`config.mk`:
```
export PLATFORM = sky130hd
export DESIGN_NAME = tmz_timer
export DESIGN_NICKNAME = d
export VERILOG_FILES = /design/src/tmz_pkg.sv /design/src/tmz_timer.sv
export SDC_FILE = /design/constraint.sdc
export NUM_CORES = 1
export LEC_CHECK = 0
export BUFFER_PORTS_ARGS = -buffer_cell sky130_fd_sc_hd__buf_2
export CAP_MARGIN = 0
export CORE_MARGIN = 1
export CORE_UTILIZATION = 29
export CTS_BUF_LIST = sky130_fd_sc_hd__clkbuf_8
export DETAILED_ROUTE_END_ITERATION = 16
export GPL_TIMING_DRIVEN = 0
export SYNTH_ARGS = -nofsm -noshare
export SYNTH_HDL_FRONTEND = slang
export SYNTH_SLANG_ARGS = --single-unit
```
`constraint.sdc`:
```
create_clock -name sys_clk -period 6.15 [get_ports sys_clk]
set_clock_uncertainty 0.2 [all_clocks]
set_input_delay 1.5375 -clock sys_clk [delete_from_list [all_inputs] [get_ports sys_clk]]
set_output_delay 1.5375 -clock sys_clk [all_outputs]
set_load 0.02 [all_outputs]
```
`src/tmz_pkg.sv`:
```
package tmz_pkg;

    // Option bits that steer the counter, grouped as one word.
    typedef struct packed {
        logic       count_source_select;
        logic       source_edge_select;
        logic       prescaler_assign;
        logic [2:0] prescale_ratio_field;
    } tmz_opt_t;

    // Software access to the counter value.
    typedef struct packed {
        logic       wr;
        logic [7:0] wdata;
    } tmz_wr_t;

    localparam int        CNT_W          = 8;
    localparam int        PRE_W          = 8;
    localparam logic [7:0] CNT_MAX       = 8'hFF;
    localparam logic [7:0] CNT_RST       = 8'h00;
    localparam logic [7:0] PRE_RST       = 8'h00;

    // Quarter-rate phase clock: Q1..Q4 are phase values 0..3.
    localparam logic [1:0] PH_RST        = 2'h0;
    localparam logic [1:0] PH_Q2         = 2'h1;
    localparam logic [1:0] PH_Q4         = 2'h3;

    // Increment hold-off after a counter write, in instruction cycles.
    localparam logic [1:0] INHIBIT_INSTR = 2'h2;

    // Oscillator period and the synchroniser delay window in periods.
    localparam int        TOSC_NS        = 40;
    localparam int        CLK_MHZ        = 25;
    localparam int        SYNC_MIN_NS    = 3 * TOSC_NS;
    localparam int        SYNC_MAX_NS    = 7 * TOSC_NS;
    localparam int        SYNC_MIN_CYC   = (SYNC_MIN_NS * CLK_MHZ + 999) / 1000;
    localparam int        SYNC_MAX_CYC   = (SYNC_MAX_NS * CLK_MHZ) / 1000;

endpackage : tmz_pkg

```
`src/tmz_timer.sv`:
```
`timescale 1ns/1ps
module tmz_timer
    import tmz_pkg::*;
(
    // Clock and reset
    input  wire logic             sys_clk,
    input  wire logic             arst_n,
    // Configuration
    input  wire tmz_opt_t         opt,
    input  wire logic             overflow_irq_enable,
    input  wire logic             sleep,
    // Counter access
    input  wire tmz_wr_t          count_wr,
    output logic [CNT_W-1:0]      timer_count_reg,
    // Interrupt flag
    input  wire logic             flag_clear,
    output logic                  overflow_flag,
    output logic                  overflow_irq,
    // Watchdog side
    input  wire logic             wdt_tick,
    input  wire logic             watchdog_clear_instr,
    output logic                  wdt_post_tick,
    // External count pin
    input  wire logic             ext_count_pin,
    // Instruction cycle marker
    output logic                  instr_tick
);

    // Phase counter and instruction-cycle strobe.
    logic [1:0]       phase;
    logic [1:0]       next_phase;

    // Prescaler and its output edge detector.
    logic [PRE_W-1:0] pre;
    logic [PRE_W-1:0] next_pre;
    logic             pre_out_d;
    logic             next_pre_out_d;
    logic             next_wdt_post_tick;

    // Count pin edge detector and Q2/Q4 synchroniser.
    logic             pin_d;
    logic             next_pin_d;
    logic             samp_q2;
    logic             next_samp_q2;
    logic             samp_q4;
    logic             next_samp_q4;

    // Counter, hold-off and flag.
    logic [CNT_W-1:0] next_count;
    logic [1:0]       inhibit;
    logic [1:0]       next_inhibit;
    logic             next_flag;

    // Combinational helpers.
    logic             pin_lvl;
    logic             pin_rise;
    logic             src_event;
    logic             pre_to_tmr;
    logic             pre_event;
    logic             pre_clear;
    logic             pre_out;
    logic             pre_rise;
    logic             sync_lvl;
    logic             inc_timer;
    logic             inc_counter;
    logic             inc;
    logic             overflow;

    // Selects one bit of the prescaler by the ratio field.
    function automatic logic pre_tap(input logic [PRE_W-1:0] p,
                                     input logic [2:0] r);
        pre_tap = p[r];
    endfunction : pre_tap

    // ---------------- Phase clock ----------------
    always_comb begin
        next_phase = phase + 2'h1;
    end

    always_ff @(posedge sys_clk or negedge arst_n) begin
        if (!arst_n) begin
            phase <= PH_RST;
        end else begin
            phase <= next_phase;
        end
    end

    assign instr_tick = (phase == PH_Q4);

    // ---------------- Source and prescaler ----------------
    always_comb begin
        // Edge select inverts the pin so only rising edges matter below.
        pin_lvl    = ext_count_pin ^ opt.source_edge_select;
        pin_rise   = pin_lvl & ~pin_d;
        src_event  = opt.count_source_select ? pin_rise : instr_tick;
        pre_to_tmr = ~opt.prescaler_assign;
        // The prescaler never counts both sources at once.
        pre_event  = pre_to_tmr ? (src_event & ~sleep) : wdt_tick;
        pre_clear  = pre_to_tmr ? count_wr.wr : watchdog_clear_instr;
        pre_out    = pre_tap(pre, opt.prescale_ratio_field);
        pre_rise   = pre_out & ~pre_out_d;
        next_pin_d = pin_lvl;
        next_pre_out_d = pre_out;
        next_wdt_post_tick = opt.prescaler_assign & pre_rise;
        if (pre_clear) begin
            next_pre = PRE_RST;
        end else if (pre_event) begin
            next_pre = pre + 8'h01;
        end else begin
            next_pre = pre;
        end
    end

    // The prescaler has no read or write path; only clears reach it.
    always_ff @(posedge sys_clk or negedge arst_n) begin
        if (!arst_n) begin
            pre           <= PRE_RST;
            pre_out_d     <= 1'b0;
            pin_d         <= 1'b0;
            wdt_post_tick <= 1'b0;
        end else begin
            pre           <= next_pre;
            pre_out_d     <= next_pre_out_d;
            pin_d         <= next_pin_d;
            wdt_post_tick <= next_wdt_post_tick;
        end
    end

    // ---------------- Q2/Q4 synchroniser ----------------
    // Sampling after the prescaler lets a divided pin run above the instruction rate, up to half the clock.
    always_comb begin
        sync_lvl     = pre_to_tmr ? pre_out : pin_lvl;
        next_samp_q2 = samp_q2;
        next_samp_q4 = samp_q4;
        if (phase == PH_Q2) begin
            next_samp_q2 = sync_lvl;
        end
        if (phase == PH_Q4) begin
            next_samp_q4 = samp_q2;
        end
    end

    always_ff @(posedge sys_clk or negedge arst_n) begin
        if (!arst_n) begin
            samp_q2 <= 1'b0;
            samp_q4 <= 1'b0;
        end else begin
            samp_q2 <= next_samp_q2;
            samp_q4 <= next_samp_q4;
        end
    end

    // ---------------- Counter ----------------
    always_comb begin
        // Timer mode uses the internal strobe, divided when prescaled.
        inc_timer   = pre_to_tmr ? pre_rise : instr_tick;
        inc_counter = (phase == PH_Q4) & samp_q2 & ~samp_q4;
        inc         = (opt.count_source_select ? inc_counter : inc_timer)
                      & ~sleep & (inhibit == 2'h0);
        overflow    = inc & (timer_count_reg == CNT_MAX);
        next_inhibit = inhibit;
        if (count_wr.wr) begin
            next_inhibit = INHIBIT_INSTR;
        end else if (instr_tick && inhibit != 2'h0) begin
            next_inhibit = inhibit - 2'h1;
        end
        if (count_wr.wr) begin
            next_count = count_wr.wdata;
        end else if (inc) begin
            next_count = timer_count_reg + 8'h01;
        end else begin
            next_count = timer_count_reg;
        end
        // A set in the same cycle as a clear wins.
        next_flag = overflow | (overflow_flag & ~flag_clear);
    end

    always_ff @(posedge sys_clk or negedge arst_n) begin
        if (!arst_n) begin
            timer_count_reg <= CNT_RST;
            inhibit         <= 2'h0;
            overflow_flag   <= 1'b0;
        end else begin
            timer_count_reg <= next_count;
            inhibit         <= next_inhibit;
            overflow_flag   <= next_flag;
        end
    end

    assign overflow_irq = overflow_flag & overflow_irq_enable;

    // ---------------- Assertions ----------------

    property p_wrap;
        @(posedge sys_clk) disable iff (!arst_n)
        (inc && !count_wr.wr && timer_count_reg == CNT_MAX)
            |=> (timer_count_reg == CNT_RST);
    endproperty
    a_wrap: assert property (p_wrap) else $error("counter did not wrap to zero");

    property p_timer_step;
        @(posedge sys_clk) disable iff (!arst_n)
        (!opt.count_source_select && opt.prescaler_assign && instr_tick && !sleep
         && inhibit == 2'h0 && !count_wr.wr)
            |=> (timer_count_reg == $past(timer_count_reg) + 8'h01);
    endproperty
    a_timer_step: assert property (p_timer_step) else $error("timer missed a tick");

    property p_hold_off;
        @(posedge sys_clk) disable iff (!arst_n)
        (count_wr.wr && !sleep) |=> (timer_count_reg == $past(count_wr.wdata))
            ##1 (inhibit != 2'h0)[*4];
    endproperty
    a_hold_off: assert property (p_hold_off) else $error("write hold-off too short");

    property p_no_inc_held;
        @(posedge sys_clk) disable iff (!arst_n)
        (inhibit != 2'h0 && !count_wr.wr) |=> $stable(timer_count_reg);
    endproperty
    a_no_inc_held: assert property (p_no_inc_held) else $error("count moved in hold-off");

    property p_sleep_stop;
        @(posedge sys_clk) disable iff (!arst_n)
        (sleep && !count_wr.wr) |=> $stable(timer_count_reg);
    endproperty
    a_sleep_stop: assert property (p_sleep_stop) else $error("count moved in sleep");

    property p_flag_set;
        @(posedge sys_clk) disable iff (!arst_n)
        overflow |=> overflow_flag;
    endproperty
    a_flag_set: assert property (p_flag_set) else $error("overflow not flagged");

    property p_flag_sticky;
        @(posedge sys_clk) disable iff (!arst_n)
        (overflow_flag && !flag_clear) |=> overflow_flag;
    endproperty
    a_flag_sticky: assert property (p_flag_sticky) else $error("flag dropped");

    property p_irq_mask;
        @(posedge sys_clk) disable iff (!arst_n)
        overflow_irq == (overflow_flag && overflow_irq_enable);
    endproperty
    a_irq_mask: assert property (p_irq_mask) else $error("irq not masked");

    property p_pre_clr;
        @(posedge sys_clk) disable iff (!arst_n)
        (!opt.prescaler_assign && count_wr.wr) |=> (pre == PRE_RST);
    endproperty
    a_pre_clr: assert property (p_pre_clr) else $error("prescaler not cleared");

    property p_wdt_clr;
        @(posedge sys_clk) disable iff (!arst_n)
        (opt.prescaler_assign && watchdog_clear_instr) |=> (pre == PRE_RST);
    endproperty
    a_wdt_clr: assert property (p_wdt_clr) else $error("wdt clear missed");

    property p_sync_delay;
        @(posedge sys_clk) disable iff (!arst_n)
        $rose(sync_lvl) ##1 sync_lvl[*3] |=> samp_q2;
    endproperty
    a_sync_delay: assert property (p_sync_delay) else $error("sync delay too long");

    property p_sync_min;
        @(posedge sys_clk) disable iff (!arst_n)
        $rose(samp_q4) |-> $past(samp_q2, 2);
    endproperty
    a_sync_min: assert property (p_sync_min) else $error("sync stage skipped");

    property p_wdt_only;
        @(posedge sys_clk) disable iff (!arst_n)
        !opt.prescaler_assign |=> !wdt_post_tick;
    endproperty
    a_wdt_only: assert property (p_wdt_only) else $error("prescaler served both");

endmodule : tmz_timer

```
# Yosys cells after proc, flatten, opt, wreduce, memory -nomap -nowiden
# Index checks and enable logic that the tools add are counted.
# Widths: inputs -> output; s select.
# classes
muxes,14
n_bitwise,18
magnitude_cmp,1
n_eq_ne,3
addsub,4
reduce_logical,6
# op_table
operator,count
$mux 8,4
$add 8x1->8 const B,2
$and 1x1->1,11
$eq 8x8->1 const B,1
$reduce_bool 2->1,4
$mux 1,7
$not 1->1,5
$lt 3x4->1 const B,1
$mux 2,2
$bmux 1 s3,1
$add 2x1->2 const B,1
$eq 2x1->1 const B,1
$eq 2x2->1 const B,1
$logic_not 2->1,1
$sub 2x1->2 const B,1
$logic_and 1x1->1,1
$or 1x1->1,1
$xor 1x1->1,1
# totals
elab_cells,56
out_inout_bits,12
register_bits,26

# Longest topological paths before layout
# Gate-level depths: netlist of the first run.
# logic_depth
word_depth,9
mapped_depth,8
ltp_nobuf,8

# Worst setup path before layout of the first run
# OpenSTA, ideal clock, no wires.
# synth_timing
path_kind,input to output
startpoint,input port overflow_irq_enable
endpoint,output port overflow_irq
slack_ps,2659
n_path_buf,0
arrival_ps,1753
cell_stages,1
path_cell_list,and2_1
# synth_via
elab_chain_len,1
# synth_lines
item,line_no,rtl
start: declaration,tmz_timer.sv:10,"input wire logic overflow_irq_enable,"
$and 1x1->1,tmz_timer.sv:190,assign overflow_irq = overflow_flag & overflow_irq_enable;
end: declaration,tmz_timer.sv:18,"output logic overflow_irq,"
# Every way passes these cells.

# Final worst setup path of the first run
# Ends and elaborated chain as after synthesis.

==> results.sh, run 1 <==
export IMPL_die_h_um=72.7
export IMPL_hold_worst_slack_ps=270
export IMPL_wl_um=3040
export IMPL_start_util_pct=30.4
export IMPL_die_area_mm2=0.00528
export IMPL_cts_sinks=26
export IMPL_leakage_nw=0.817
export IMPL_synth_xor_area_share_pct=6.05
export IMPL_antennaDiodeCount=0
export IMPL_cp_arrival_ps=1920
export IMPL_synth_fp_nets=176
export IMPL_synth_most_common_cell="dfrtp_1"
export IMPL_layout_drive_gt1_share_pct=25.9
export IMPL_synthTopCellsByCount="26 x dfrtp_1, 14 x nand2_1, 14 x nor2_1"
export IMPL_yosys_most_used_dff="dfrtp_1"
export IMPL_met2_usage_pct=20.0
export IMPL_tns_ps=0
export IMPL_root_buffer="clkbuf_8"
export IMPL_dpl_worst_slack_ps=2490
export IMPL_post_route_min_period_ps=3650
export IMPL_port_buffers=33
export IMPL_tritoncts="done"
export IMPL_yosys_area_top_type_share_pct=44.9
export IMPL_gp_congestion=0.705
export IMPL_hpwl_um=2280
export IMPL_synth_area_leader_cell="dfrtp_1"
export IMPL_pwr_density_cell_mw_per_mm2=213
export IMPL_met3_usage_pct=3.18
export IMPL_setup_viol=0
export IMPL_hold_viol=0
export IMPL_synth_area_top_cells="dfrtp_1 45%, xor2_1 4.8%, ha_1 4.3%, nand2_1 3.6%, nor2_1 3.6%"
export IMPL_crit_required_ps=4410
export IMPL_cp_start_kind="primary input"
export IMPL_die_x_um=72.7
export IMPL_syn_to_final_growth_pct=21.0
export IMPL_synth_simple_area_share_pct=23.1
export IMPL_nets=214
export IMPL_placed_cells=248
export IMPL_routed_via_density=4.69
export IMPL_routedWlPerCell_um=12.1
export IMPL_netlist_instances=148
export IMPL_slew_viol_final=0
export IMPL_grt_pass1_vias=1083
export IMPL_status="finished, final reports clean"
export IMPL_fillers=509
export IMPL_fp_row_count=25
export IMPL_syn_cell_area_mm2=0.00145
export IMPL_clk_pin_slew_ps=90
export IMPL_worstMarginPinSlew_ps=956
export IMPL_drt_first_pass_iters=4
export IMPL_ys_seq_area_share_pct=44.9
export IMPL_synth_cell_types=40
export IMPL_synth_seq_cells=26
export IMPL_track_usage_pct=12.5
export IMPL_grt_first_pass_wirelength_um=5080
export IMPL_ctsHtreeMaxLevel=1
export IMPL_setup_slack_ps=2500
export IMPL_synthMuxAreaShare_pct=5.53
export IMPL_core_area_mm2=0.00475
export IMPL_rsz0062_at_grt="no"
export IMPL_antenna_found_initial=0
export IMPL_cts_buffers=3
export IMPL_drcViolationCount=0
export IMPL_synth_compound_area_share_pct=11.8
export IMPL_dr_first_iter_drc_count=82
export IMPL_use_met1_pct=16.7
export IMPL_top_usage_layer="met2"
export IMPL_synthAdderAreaFrac_pct=4.32
export IMPL_overflow=0
export IMPL_cts_hold_buffers_added=0
export IMPL_max_vdd_ir_drop_uv=140
export IMPL_cts_resized=0
export IMPL_ant_nets=0
export IMPL_relSlewSlack_pct=35.6
export IMPL_crit_fanout=1
export IMPL_clockBufferDepth=2
export IMPL_holdCritPathClass="register to register"
export IMPL_yosys_warnings=0
export IMPL_synth_area_per_cell_um2=9.78
export IMPL_crit_path_end_kind="output pin"
export IMPL_worstSkewPairLatency_ps=270
export IMPL_fmax_ghz=0.274
export IMPL_critical_path_class="primary input to output pin"
export IMPL_drv_cap=0
export IMPL_layoutNonFillerInstCount=252
export IMPL_async_reset_ff_share_pct=100
export IMPL_synth_edf_count=0
export IMPL_cts_setup_buffers=0
export IMPL_min_period_over_period_pct=59.4
export IMPL_grt_max_degree=27
export IMPL_synth_top_family_by_area="simple AND/OR/NAND/NOR gates"
export IMPL_io_pins=35
export IMPL_vias=1181
-- through the flow --
step / instance area (µm²) / total power [mW] / util [%]
detailed placement: 1700 / 0.266 / 35.7
global placement: 1700 / 0.264 / 35.7
finish: 1750 / 0.374 / 36.8
floorplan: 1450 / 0.238 / -
global route: 1750 / 0.394 / 36.8
CTS: 1750 / 0.381 / 36.8
-- layer usage --
metal	up-vias	wire [µm]
met5	-	0
met4	0	27
met1	556	1520
li1	594	-
met2	27	1350
met3	4	134
-- path summary, 6_finish.rpt --
path | start | to | slack (ps) | cells after the start
worst max register to register | phase[0] | timer_count_reg[4] | 3710 | 7
worst max-delay path | overflow_irq_enable | overflow_irq | 2500 | 3
max in group asynchronous | arst_n | overflow_flag | 4300 | 1
worst min register to register | phase[0] | phase[0] | 270 | 1
min in group asynchronous | arst_n | phase[0] | 1060 | 1
worst min-delay path | phase[0] | phase[0] | 270 | 1
-- worst max-delay path: stages --
cell    delay [ps]
buf_2           90
and2_1         140
buf_2          150
-- layout make-up --
class	count	area (µm²)	share of cell area (%)
Multi-Input combinational cell	106	736	42.0
Sequential cell	26	651	37.1
Timing Repair Buffer	33	165	9.43
Tap cell	67	83.8	4.79
Clock buffer	4	55.1	3.14
Inverter	12	46.3	2.64
Buffer	4	15.0	0.857
-- report_power, final --
part / internal, mW / total [mW] / switching (mW)
combinational: 0.0284 / 0.0667 / 0.0382
clock: 0.0573 / 0.112 / 0.0551
sequential: 0.183 / 0.195 / 0.0120
total: 0.268 / 0.374 / 0.105
-- cells by family after synthesis --
logic type,after synthesis
compound gates,21
xor+xnor,10
fa+ha+maj,5
buf+inv,16
flops,26
mux,7
simple gates,63
-- cells in the final DEF (no fill, tap or decap), types with 4 or more instances in the layout --
master	count
o21ai_0	4
xor2_1	8
nand2_1	14
buf_2	33
mux2_2	4
ha_1	5
inv_1	11
dfrtp_1	26
clkbuf_1	4
nor2_1	14
nor2b_1	4
clkbuf_8	4
nand3_1	7
Power figures use the tool's default switching activity.
==> inputs of run 2 (changes only) <==
--- a/config.mk
+++ b/config.mk
@@ -5,6 +5,7 @@
 export SDC_FILE = /design/constraint.sdc
 export NUM_CORES = 1
 export LEC_CHECK = 0
+export ABC_AREA = 1
 export BUFFER_PORTS_ARGS = -buffer_cell sky130_fd_sc_hd__buf_2
 export CAP_MARGIN = 0
 export CORE_MARGIN = 1
==> constraint.sdc (replaced) <==
create_clock -name sys_clk -period 3 [get_ports sys_clk]
set_clock_uncertainty 0.2 [all_clocks]
set_input_delay 0.75 -clock sys_clk [delete_from_list [all_inputs] [get_ports sys_clk]]
set_output_delay 0.75 -clock sys_clk [all_outputs]
set_load 0.02 [all_outputs]
==> run 2 against run 1 <==
Non-clock buffer count did not move. First-iteration DRC count down 35%. Combinational power grew to 2.7 times the previous value. Critical path depth down 1. Global-route usage grew 0.51 points. Synthesized cell count is 33% higher. Via count grew 14%. Final cell count up 21%. Largest power group unchanged.
==> results.sh, run 2 <==
export IMPL_layout_drive_gt1_share_pct=24.8
export IMPL_synthTopCellsByCount="53 x nand2_1, 26 x dfrtp_1, 23 x inv_1"
export IMPL_wl_um=3330
export IMPL_grt_max_degree=27
export IMPL_root_buffer="clkbuf_8"
export IMPL_die_area_mm2=0.00570
export IMPL_synth_area_leader_cell="dfrtp_1"
export IMPL_post_route_min_period_ps=2100
export IMPL_vias=1346
export IMPL_worst_path_buf_inv=1
export IMPL_gp_congestion=0.747
export IMPL_rsz0062_at_grt="no"
export IMPL_ys_seq_area_share_pct=41.5
export IMPL_crit_family="flip-flops"
export IMPL_setup_viol=0
export IMPL_drcViolationCount=0
export IMPL_routed_via_density=4.43
export IMPL_yosys_area_top_type_share_pct=41.5
export IMPL_antenna_found_initial=0
export IMPL_yosys_warnings=0
export IMPL_cts_hold_buffers_added=0
export IMPL_reg2reg_from="phase[0]"
export IMPL_synth_edf_count=0
export IMPL_tritoncts="done"
export IMPL_holdCritPathClass="register to register"
export IMPL_synth_cell_types=28
export IMPL_worstMarginPinSlew_ps=621
export IMPL_status="finished, final reports clean"
export IMPL_relSlewSlack_pct=58.6
export IMPL_io_pins=35
export IMPL_overflow=0
export IMPL_synth_area_top_cells="dfrtp_1 42%, nand2_1 13%, nand3_1 7.0%, inv_1 5.5%, ha_1 4.0%"
export IMPL_syn_to_final_growth_pct=19.6
export IMPL_synth_most_common_cell="nand2_1"
export IMPL_path_cells="ha_1 -> buf_2"
export IMPL_cpPeakStageDelay_ps=410
export IMPL_drv_cap=0
export IMPL_hpwl_um=2490
export IMPL_synth_fp_nets=225
export IMPL_antennaDiodeCount=0
export IMPL_crit_fanout=6
export IMPL_track_usage_pct=13.0
export IMPL_routedWlPerCell_um=10.9
export IMPL_tns_ps=0
export IMPL_clockBufferDepth=2
export IMPL_nets=263
export IMPL_netlist_instances=197
export IMPL_leakage_nw=0.944
export IMPL_die_x_um=75.5
export IMPL_ant_nets=0
export IMPL_core_area_mm2=0.00517
export IMPL_layout_common_cells="53 x nand2_1, 35 x buf_2, 26 x dfrtp_1"
export IMPL_cp_arrival_ps=1150
export IMPL_syn_cell_area_mm2=0.00157
export IMPL_cp_start_kind="register"
export IMPL_cts_sinks=26
export IMPL_cts_buffers=3
export IMPL_crit_path_end_kind="output pin"
export IMPL_critical_path_class="register to output pin"
export IMPL_holdPathEnd="wdt_post_tick"
export IMPL_synth_area_per_cell_um2=7.96
export IMPL_r2r_slack_ps=1240
export IMPL_grt_first_pass_wirelength_um=5600
export IMPL_holdCritStartpoint="pre_out_d"
export IMPL_hold_path_depth=1
export IMPL_hold_viol=0
export IMPL_r2r_end="pre[6]"
export IMPL_grt_pass1_vias=1257
export IMPL_synth_seq_cells=26
export IMPL_hold_worst_slack_ps=238
export IMPL_final_common_cell="nand2_1"
export IMPL_cts_setup_buffers=0
export IMPL_worstSkewPairLatency_ps=270
export IMPL_cts_resized=0
export IMPL_slew_viol_final=0
export IMPL_port_buffers=33
export IMPL_fp_row_count=26
export IMPL_max_vdd_ir_drop_uv=191
export IMPL_rr_worst_depth=8
export IMPL_ctsHtreeMaxLevel=1
export IMPL_clk_pin_slew_ps=100
export IMPL_async_reset_ff_share_pct=100
export IMPL_cp_slowest_cell="dfrtp_1"
export IMPL_min_period_over_period_pct=70.1
export IMPL_dr_first_iter_drc_count=53
export IMPL_crit_required_ps=2050
export IMPL_drt_first_pass_iters=4
export IMPL_die_h_um=75.5
export IMPL_fmax_ghz=0.475
export IMPL_start_util_pct=30.3
export IMPL_yosys_most_used_dff="dfrtp_1"
export IMPL_pwr_density_cell_mw_per_mm2=437
==> run 2: cell types whose count changed after synthesis, sizes merged, moves of 3 or more <==
cell,change
nand2,+43
nor2,-6
or4,-4
nor2b,-4
nand3,+17
inv,+17
o21ai,+14
clkbuf,-3
and3,-3
buf,+3
mux2,-5
==> run 2: power by group <==
| group | switching (mW) | leakage [nW] | internal, mW |
|---|---|---|---|
| logic | 0.108 | 0.583 | 0.0698 |
| registers | 0.0302 | 0.333 | 0.380 |
| clock network | 0.115 | 0.0288 | 0.117 |
==> run 2: cell type report <==
class,count,area [µm²]
well taps,70,87.6
fillers,563,3300
clock buffers,4,55.1
inverters,28,105
multi-input cells,139,787
repair buffers,33,165
plain buffers,4,25.0
flip-flops and latches,26,651
==> run 2: worst max path at each step <==
stage	from	end	slack [ps]	cells after the start
after floorplan	overflow_irq_enable	overflow_irq	1120	2
after global routing	phase[0]	instr_tick	830	2
after CTS	phase[0]	instr_tick	880	2
after detailed placement	opt[0]	timer_count_reg[1]	920	11
final	phase[0]	instr_tick	900	2
after global placement	opt[0]	timer_count_reg[0]	930	11
==> run 2: per-layer routing <==
metal / track usage [%] / routed length [µm] / vias to the layer above
met5: 0 / 0 / -
met1: 16.6 / 1630 / 618
met3: 1.98 / 79 / 2
met2: 22.1 / 1590 / 16
met4: 4.94 / 27 / 0
li1: - / - / 710
==> run 2: metrics by stage <==
step,instance area (µm²),total power [mW],util (%),instances,setup WS (ps)
6_report,1880,0.820,36.3,304,896
5_1_grt,1880,0.874,36.3,304,834
4_1_cts,1880,0.839,36.3,304,881
3_5_place_dp,1820,0.599,35.2,300,919
3_3_place_gp,1820,0.595,35.2,300,930
2_1_floorplan,1570,0.531,-,197,1120
==> run 2: kinds of logic after synthesis <==
group	Yosys count	synth area share, %
adders and majority gates	5	3.99
xor gates and xnor gates	10	6.07
buffers and inverters	32	8.30
and+or+nand+nor	97	29.1
DFF	26	41.5
AOI/OAI and AO/OA	27	11.0
